==> src/common/aum_params.svh <==
`ifndef AUM_PARAMS_SVH
`define AUM_PARAMS_SVH

// Register offsets within the error reporting capability
`define AUM_OFF_STATUS     12'h004
`define AUM_OFF_MASK       12'h008
`define AUM_OFF_SEVERITY   12'h00C
`define AUM_OFF_CAPCTL     12'h018
`define AUM_OFF_HLOG_FIRST 12'h01C
`define AUM_OFF_HLOG_LAST  12'h028

// Bit positions that carry a defined uncorrectable error
`define AUM_FIELD_BITS     32'h001FF030
// Optional errors are implemented unless a parameter removes them
`define AUM_IMPL_DEFAULT   32'h001FF030
// Reset values
`define AUM_MASK_DEFAULT   32'h00000000
`define AUM_SEV_DEFAULT    32'h00062030
`define AUM_STATUS_DEFAULT 32'h00000000
// Legacy position and the completion timeout position
`define AUM_BIT_LEGACY     32'h00000001
`define AUM_BIT_CPL_TMO    32'h00004000
// Field widths
`define AUM_PTR_W          5
`define AUM_HLOG_WORDS     4
`define AUM_HLOG_IDX_W     2

`endif

==> src/common/aum_pkg.sv <==
`default_nettype none

package aum_pkg;

	typedef logic [31:0] aum_word_t;

	// Register select, one-hot
	typedef enum logic [5:0] {
		AUM_SEL_NONE   = 6'h01,
		AUM_SEL_STATUS = 6'h02,
		AUM_SEL_MASK   = 6'h04,
		AUM_SEL_SEV    = 6'h08,
		AUM_SEL_CAPCTL = 6'h10,
		AUM_SEL_HLOG   = 6'h20
	} aum_sel_e;

endpackage

`default_nettype wire

==> src/logic/aum_uncor_regs.sv <==
`timescale 1ns/100ps
`default_nettype none

`include "aum_params.svh"

module aum_uncor_regs
	import aum_pkg::*;
#(
	parameter logic [31:0] IMPL_BITS = `AUM_IMPL_DEFAULT,
	parameter bit          NO_OWN_NP = 1'b0
) (
	input  wire logic         clk,
	input  wire logic         sys_rst,
	input  wire logic         hot_rst,
	input  wire logic         cfg_wr,
	input  wire logic         cfg_rd,
	input  wire logic [11:0]  cfg_addr,
	input  wire logic [3:0]   cfg_be,
	input  wire logic [31:0]  cfg_wdata,
	output var  logic [31:0]  cfg_rdata,
	output var  logic         cfg_rd_ack,
	input  wire logic [31:0]  err_detect,
	input  wire logic [127:0] err_hdr,
	output var  logic         err_fatal_msg,
	output var  logic         err_nonfatal_msg,
	output var  logic [4:0]   first_err_ptr
);

	// Positions that really hold state; bit 0 and reserved bits never do
	localparam logic [31:0] IMPL_EFF = IMPL_BITS & `AUM_FIELD_BITS
		& ~`AUM_BIT_LEGACY
		& ~(NO_OWN_NP ? `AUM_BIT_CPL_TMO : 32'h00000000);

	localparam logic [31:0] MASK_DFLT = `AUM_MASK_DEFAULT;
	localparam logic [31:0] SEV_DFLT  = `AUM_SEV_DEFAULT;
	localparam logic [31:0] CPL_TMO_BIT = `AUM_BIT_CPL_TMO;

	function automatic aum_sel_e decode(input logic [11:0] addr);
		aum_sel_e sel;
		sel = AUM_SEL_NONE;
		if (addr[1:0] == 2'h0) begin
			if (addr == `AUM_OFF_STATUS) begin
				sel = AUM_SEL_STATUS;
			end else if (addr == `AUM_OFF_MASK) begin
				sel = AUM_SEL_MASK;
			end else if (addr == `AUM_OFF_SEVERITY) begin
				sel = AUM_SEL_SEV;
			end else if (addr == `AUM_OFF_CAPCTL) begin
				sel = AUM_SEL_CAPCTL;
			end else if (addr >= `AUM_OFF_HLOG_FIRST && addr <= `AUM_OFF_HLOG_LAST) begin
				sel = AUM_SEL_HLOG;
			end
		end
		return sel;
	endfunction

	// Lowest set bit wins when several errors arrive together
	function automatic logic [4:0] first_bit(input aum_word_t v);
		logic [4:0] pos;
		pos = 5'h00;
		for (int i = 31; i >= 0; i--) begin
			if (v[i]) begin
				pos = 5'(i);
			end
		end
		return pos;
	endfunction

	aum_sel_e  wr_sel;
	aum_sel_e  rd_sel;
	aum_word_t be_bits;
	aum_word_t mask;
	aum_word_t sev;
	aum_word_t status;
	aum_word_t next_status;
	aum_word_t unmasked;
	aum_word_t clr_bits;
	aum_word_t hlog [`AUM_HLOG_WORDS];
	aum_word_t next_hlog [`AUM_HLOG_WORDS];
	logic [`AUM_HLOG_IDX_W-1:0] hlog_idx;
	logic       log_valid;
	logic       next_log_valid;
	logic [4:0] next_ptr;
	logic       ptr_cleared;
	logic       next_fatal;
	logic       next_nonfatal;
	aum_word_t  next_rdata;
	logic       next_rd_ack;

	assign wr_sel   = decode(cfg_addr);
	assign rd_sel   = decode(cfg_addr);
	assign hlog_idx = 2'((cfg_addr - `AUM_OFF_HLOG_FIRST) >> 2);
	assign be_bits  = {{8{cfg_be[3]}}, {8{cfg_be[2]}}, {8{cfg_be[1]}}, {8{cfg_be[0]}}};

	// Mask and severity bits, one sticky cell each
	genvar g;
	generate
		for (g = 0; g < 32; g++) begin : g_ctl
			aum_ctl_bit #(
				.IMPL (IMPL_EFF[g]),
				.DFLT (MASK_DFLT[g])
			) u_mask (
				.clk     (clk),
				.sys_rst (sys_rst),
				.wr_en   (cfg_wr && wr_sel == AUM_SEL_MASK && be_bits[g]),
				.wr_data (cfg_wdata[g]),
				.q       (mask[g])
			);
			aum_ctl_bit #(
				.IMPL (IMPL_EFF[g]),
				.DFLT (SEV_DFLT[g] & ~(NO_OWN_NP & CPL_TMO_BIT[g]))
			) u_sev (
				.clk     (clk),
				.sys_rst (sys_rst),
				.wr_en   (cfg_wr && wr_sel == AUM_SEL_SEV && be_bits[g]),
				.wr_data (cfg_wdata[g]),
				.q       (sev[g])
			);
		end
	endgenerate

	// Error gating, status, pointer and header log
	assign unmasked = err_detect & IMPL_EFF & ~mask;
	assign clr_bits = (cfg_wr && wr_sel == AUM_SEL_STATUS) ? (cfg_wdata & be_bits) : 32'h00000000;
	// Clearing the status bit under the pointer frees the log for the next error
	assign ptr_cleared = log_valid && clr_bits[first_err_ptr];

	always_comb begin
		// Detection beats a same-cycle clear
		next_status = ((status & ~clr_bits) | err_detect) & IMPL_EFF;
		next_log_valid = log_valid && !ptr_cleared;
		next_ptr = first_err_ptr;
		for (int i = 0; i < `AUM_HLOG_WORDS; i++) begin
			next_hlog[i] = hlog[i];
		end
		if (unmasked != 32'h00000000 && (!log_valid || ptr_cleared)) begin
			next_log_valid = 1'b1;
			next_ptr = first_bit(unmasked);
			for (int i = 0; i < `AUM_HLOG_WORDS; i++) begin
				next_hlog[i] = err_hdr[32*i +: 32];
			end
		end
	end

	// Status, pointer and log are sticky as well
	always_ff @(posedge clk) begin
		if (sys_rst) begin
			status        <= `AUM_STATUS_DEFAULT;
			log_valid     <= 1'b0;
			first_err_ptr <= 5'h00;
			for (int i = 0; i < `AUM_HLOG_WORDS; i++) begin
				hlog[i] <= 32'h00000000;
			end
		end else begin
			status        <= next_status;
			log_valid     <= next_log_valid;
			first_err_ptr <= next_ptr;
			for (int i = 0; i < `AUM_HLOG_WORDS; i++) begin
				hlog[i] <= next_hlog[i];
			end
		end
	end

	// Error messages toward the root complex
	always_comb begin
		next_fatal    = !hot_rst && ((unmasked & sev) != 32'h00000000);
		next_nonfatal = !hot_rst && ((unmasked & ~sev) != 32'h00000000);
	end

	// A hot reset only drops a message in flight, never sticky state
	always_ff @(posedge clk) begin
		if (sys_rst) begin
			err_fatal_msg    <= 1'b0;
			err_nonfatal_msg <= 1'b0;
		end else begin
			err_fatal_msg    <= next_fatal;
			err_nonfatal_msg <= next_nonfatal;
		end
	end

	// Configuration read path; unmapped offsets read zero
	always_comb begin
		next_rd_ack = cfg_rd;
		next_rdata  = 32'h00000000;
		if (cfg_rd) begin
			case (rd_sel)
				AUM_SEL_STATUS: begin
					next_rdata = status;
				end
				AUM_SEL_MASK: begin
					next_rdata = mask;
				end
				AUM_SEL_SEV: begin
					next_rdata = sev;
				end
				AUM_SEL_CAPCTL: begin
					next_rdata = {27'h0000000, first_err_ptr};
				end
				AUM_SEL_HLOG: begin
					next_rdata = hlog[hlog_idx];
				end
				default: begin
					next_rdata = 32'h00000000;
				end
			endcase
		end
	end

	always_ff @(posedge clk) begin
		if (sys_rst) begin
			cfg_rdata  <= 32'h00000000;
			cfg_rd_ack <= 1'b0;
		end else begin
			cfg_rdata  <= next_rdata;
			cfg_rd_ack <= next_rd_ack;
		end
	end

endmodule // aum_uncor_regs

`default_nettype wire

==> src/logic/aum_ctl_bit.sv <==
`timescale 1ns/100ps
`default_nettype none

// One sticky read-write control bit; a bit that is not implemented stays at DFLT
module aum_ctl_bit #(
	parameter bit IMPL = 1'b1,
	parameter bit DFLT = 1'b0
) (
	input  wire logic clk,
	input  wire logic sys_rst,
	input  wire logic wr_en,
	input  wire logic wr_data,
	output var  logic q
);

	logic next_q;

	always_comb begin
		next_q = q;
		if (wr_en) begin
			next_q = wr_data;
		end
		if (!IMPL) begin
			next_q = DFLT;
		end
	end

	// Only the power-on reset reaches a sticky bit
	always_ff @(posedge clk) begin
		if (sys_rst) begin
			q <= DFLT;
		end else begin
			q <= next_q;
		end
	end

endmodule // aum_ctl_bit

`default_nettype wire

==> config.mk <==
export PLATFORM = sky130hd
export DESIGN_NAME = aum_uncor_regs
export DESIGN_NICKNAME = d
export VERILOG_FILES = /design/src/common/aum_pkg.sv /design/src/logic/aum_uncor_regs.sv /design/src/logic/aum_ctl_bit.sv
export VERILOG_INCLUDE_DIRS = /design/src /design/src/common
export SDC_FILE = /design/constraint.sdc
export NUM_CORES = 1
export LEC_CHECK = 0
export BUFFER_PORTS_ARGS = -buffer_cell sky130_fd_sc_hd__buf_2
export CORE_ASPECT_RATIO = 1.75
export CORE_UTILIZATION = 52
export CTS_CLUSTER_SIZE = 30
export DETAILED_ROUTE_END_ITERATION = 16
export PLACE_DENSITY = 0.79
export SYNTH_ARGS = -nofsm -noshare
export SYNTH_HDL_FRONTEND = slang
export SYNTH_HIERARCHICAL = 1
export SYNTH_SLANG_ARGS = --single-unit
==> constraint.sdc <==
create_clock -name clk -period 6.4 [get_ports clk]
set_clock_uncertainty 0.15 [all_clocks]
set_input_delay 0.32 -clock clk [delete_from_list [all_inputs] [get_ports clk]]
set_output_delay 0.32 -clock clk [all_outputs]
set_load 0.01 [all_outputs]
## Word-level counts from Yosys, hierarchy flattened

Memories as Yosys holds them, arrays and structs flattened.
Cells that the tools add are included.

- Logic and storage cells: 134
- Memories: 1
- Memory bits (writable): 128
- Output and inout bits: 40
- Register bits: 74

- Eq/ne operators: 10
- Multiplexer cells: 51
- Reduce and logical (&&, ||, !) cells: 25
- Magnitude comparators: 3
- Bitwise logic cells: 14
- Add/subtract/negate cells: 1

Memories:

| memory | depth | bits a word | rd ports | clocked after Yosys merged registers in | wr ports | RTL line | source |
|---|---|---|---|---|---|---|---|
| hlog | 4 | 32 | 1 | 0 | 4 | aum_uncor_regs.sv:78 | `` aum_word_t hlog [`AUM_HLOG_WORDS]; `` |

Operators by type and width:

| operator | count |
|---|---|
| $mux 32 | 5 |
| $mux 5 | 32 |
| $pmux 32 s5 | 1 |
| $mux 128 | 1 |
| $reduce_bool 32->1 | 3 |
| $and 32x32->32 | 2 |
| $not 21->32 | 2 |
| $mux 6 | 6 |
| $and 21x32->32 | 1 |
| $and 32x21->32 | 1 |
| $eq 12x4->1 const B | 2 |
| $and 21x21->21 | 1 |
| $not 21->21 | 1 |
| $or 21x21->21 | 1 |
| $logic_and 1x1->1 | 15 |
| $eq 12x3->1 const B | 1 |
| $eq 12x5->1 const B | 1 |
| $ge 12x5->1 const B | 1 |
| $le 12x6->1 const B | 1 |
| $eq 6x2->1 const B | 1 |
| $eq 6x3->1 const B | 1 |
| $eq 6x4->1 const B | 1 |
| $eq 6x5->1 const B | 1 |
| $eq 6x6->1 const B | 1 |
| 12 further kinds | 21 |

## Logic depth before layout (Yosys ltp)

- Depth after elaboration: 34
- Depth in mapped cells: 12
- Gate-level depth less buffers: 8

## Hierarchy

Netlist, hierarchy kept.

Modules (own cells, without submodules):

| module | cells an instance | area each (um2) | times used | seq. area each (um2) |
|---|---|---|---|---|
| aum_uncor_regs | 658 | 8454.4 | 1 | 4884.7 |
| aum_ctl_bit at g_ctl[12].u_mask ... | 3 | 33.8 | 17 | 20.0 |
| aum_ctl_bit at g_ctl[0].u_mask ... | 2 | 11.3 | 42 | 0.0 |
| aum_ctl_bit at g_ctl[13].u_sev ... | 3 | 35.0 | 5 | 20.0 |

## Worst setup path after synthesis

Ideal clock, no wire load.

- Path type: input port to flip-flop
- Start point: in cfg_addr[8]
- End point: mem hlog[0][0] (netlist bit), enable pin
- Setup slack: 901 ps
- Cell stages on the path: 6
- Data arrival time: 4857 ps
- Library setup time: 491 ps
- Buffers on the path: 0
- Path through: or4_1 or4_4 a2111o_1 o41a_2 a21o_1 nand2_1

RTL lines:

| item | RTL line | source |
|---|---|---|
| from (decl) | aum_uncor_regs.sv:17 | `input wire logic [11:0] cfg_addr,` |
| to (decl) | aum_uncor_regs.sv:78 |  |

==> impl_metrics.tcl <==
set metrics [dict create \
    maxCapViolations 0 \
    antenna_found_initial 1 \
    ant_nets 0 \
    worstPathArrival_ps 3890 \
    hold_path_class "in2reg" \
    syn_area_mm2 0.00966 \
    routedWlPerCell_um 19.3 \
    area_growth_pct 32.5 \
    p_per_area_mw_per_mm2 231 \
    yosys_warnings 6 \
    combinationalPowerShare_pct 10.7 \
    clkTransAtPathRegs_ps 60 \
    min_period_ps 3700 \
    dpl.hpwl_um 15200 \
    grt_util_all_layers_pct 27.9 \
    vias_per_cell 5.54 \
    whs_ps 7.24 \
    crit_path_max_fanout 128 \
    ir_drop_uv 233 \
    cp-end-kind "register" \
    status "complete, no violations" \
    leakage_nw 5.23 \
    die_h_um 182 \
    finalSetupViolations 0 \
    firstDrtPassIters 6 \
    routabilityCongestion 0.967 \
    start_util_pct 53.3 \
    fill_cells 1230 \
    io_buffer_count 231 \
    final_cells 1379 \
    start_kind "register" \
    swShare_pct 21.6 \
    drt_iter0_drc 641 \
    num_rows 65 \
    die_w_um 105 \
    synth_area_per_cell_um2 12.0 \
    report.final.hold_viol_count 0 \
    grt_max_degree 129 \
    clock_sinks 202 \
    drv_slew 0 \
    vias 7639 \
    p_total_mw 2.96 \
    worstMarginPinSlew_ps 1070 \
    switching_power_uw 639 \
    core_area_mm2 0.0181 \
    insertion_delay_ps 480 \
    criticalPathCategory "reg2reg" \
    wl_um 26600 \
    cts_root_buf "clkbuf_16" \
    clkPwrFrac_pct 39.4 \
    ios 253 \
    globalRouteOverflowTotal 0 \
    clock.fmax_mhz 270 \
    max_slew_margin_pct 28.7 \
    rsz0062_at_grt "no" \
    syn_nets 1022 \
    synthCells 806 \
    final_layout_size_suffix_gt1_share_pct 26.8 \
    tns_ps 0 \
    dp_slack_ps 2410 \
    cts_buffers 19 \
    layout.nets 1349 \
    cts_buffer_depth 3 \
    drc 0 \
    finalCritPeriodShare_pct 57.9 \
    dieArea_mm2 0.0192 \
    required_ps 6580 \
    p_int_mw 2.32 \
    layout_setup_ws_ps 2700 \
    grt_pass1_wl_um 41000 \
    cts_tree "yes" \
    h-tree-depth 1 \
    p_seq_share_pct 49.9 \
    first_global_vias 7947 \
    dp_cells 1195 \
]
worst max-delay path, stage by stage (launching register included):
cell	delay, ps
dfxtp_1	1030
mux2i_1	350
nand2_1	140
nand2_1	80
o41a_2	530
a21oi_4	200
buf_4	720
and2_1	270
per-layer routing:
layer	share of wire, %	global-route usage (%)	vias to the layer above
met5	0	0	-
met4	4.7	14.8	0
met3	5.8	4.00	84
met2	56	53.1	355
met1	34	29.2	3696
li1	-	-	3504
cell usage in the layout (no fill, tap or decap), types with 3 or more instances in the layout:
cell type	count
and4_1	3
o22ai_1	3
and2_1	130
nand2_1	33
nor2b_1	23
nor4_1	4
a22oi_1	5
buf_4	7
dlygate4sd3_1	151
ha_1	3
edfxtp_1	128
clkbuf_16	19
dfxtp_1	74
o21ai_0	6
a221oi_1	7
nand4_1	4
a211o_1	5
and3_1	10
nor3_1	3
nand2b_1	11
a22o_1	7
bufinv_16	3
a2111oi_0	3
buf_2	231
nor2_1	57
inv_1	5
conb_1	42
clkbuf_1	4
a21oi_1	24
nand3_1	4
mux4_2	32
mux2i_1	32
a222oi_1	28
final timing paths:
check                                 from                   endpoint  slack [ps]  cells past startpoint
max          first_err_ptr[1]$_SDFFE_PP0P_  hlog[1][16]$_SDFFCE_PN0P_        2700                      7
min                           err_hdr[103]   hlog[3][7]$_SDFFCE_PN0P_           7                      2
max reg2reg  first_err_ptr[1]$_SDFFE_PP0P_  hlog[1][16]$_SDFFCE_PN0P_        2700                      7
min reg2reg           status[5]$_SDFF_PP0_       status[5]$_SDFF_PP0_         340                      2
final cells by class:
type / instances / area [µm²] / share of cell area (%)
Clock inverter: 7 / 108 / 0.841
Inverter: 5 / 18.8 / 0.147
Tap cell: 234 / 293 / 2.29
Timing Repair Buffer: 390 / 2740 / 21.4
Clock buffer: 25 / 518 / 4.05
Multi-Input combinational cell: 515 / 3800 / 29.7
Sequential cell: 202 / 5330 / 41.6
Antenna cell: 1 / 2.50 / 0.0195
state kept, by name, summed over array words and instances (netlist names):
register,cells
cfg_rd_ack,1
cfg_rdata,32
err_fatal_msg,1
err_nonfatal_msg,1
first_err_ptr,5
g_ctl.u_mask/q,11
g_ctl.u_sev/q,11
hlog,128
log_valid,1
status,11
stage by stage:
step	util (%)	cell area [µm²]
2_1_floorplan	-	9660
3_3_place_gp	58.8	10700
3_5_place_dp	58.8	10700
4_1_cts	70.5	12800
5_1_grt	70.6	12800
6_report	70.6	12800
timing repair:
item                      in CTS  in global routing
gates resized for setup        0                  0
setup buffers                  0                  0
hold buffers                 150                  1
hold endpoints to repair     159                  1
power by group through the flow:
stage / Sequential, mW / Combinational, mW / Clock (mW)
finish: 1.48 / 0.318 / 1.17
global route: 1.48 / 0.343 / 1.23
CTS: 1.47 / 0.308 / 1.18
detailed placement: 1.50 / 0.236 / 0
global placement: 1.50 / 0.232 / 0
floorplan: 1.50 / 0.159 / 0
No activity file was read; power rests on OpenSTA's default activity.
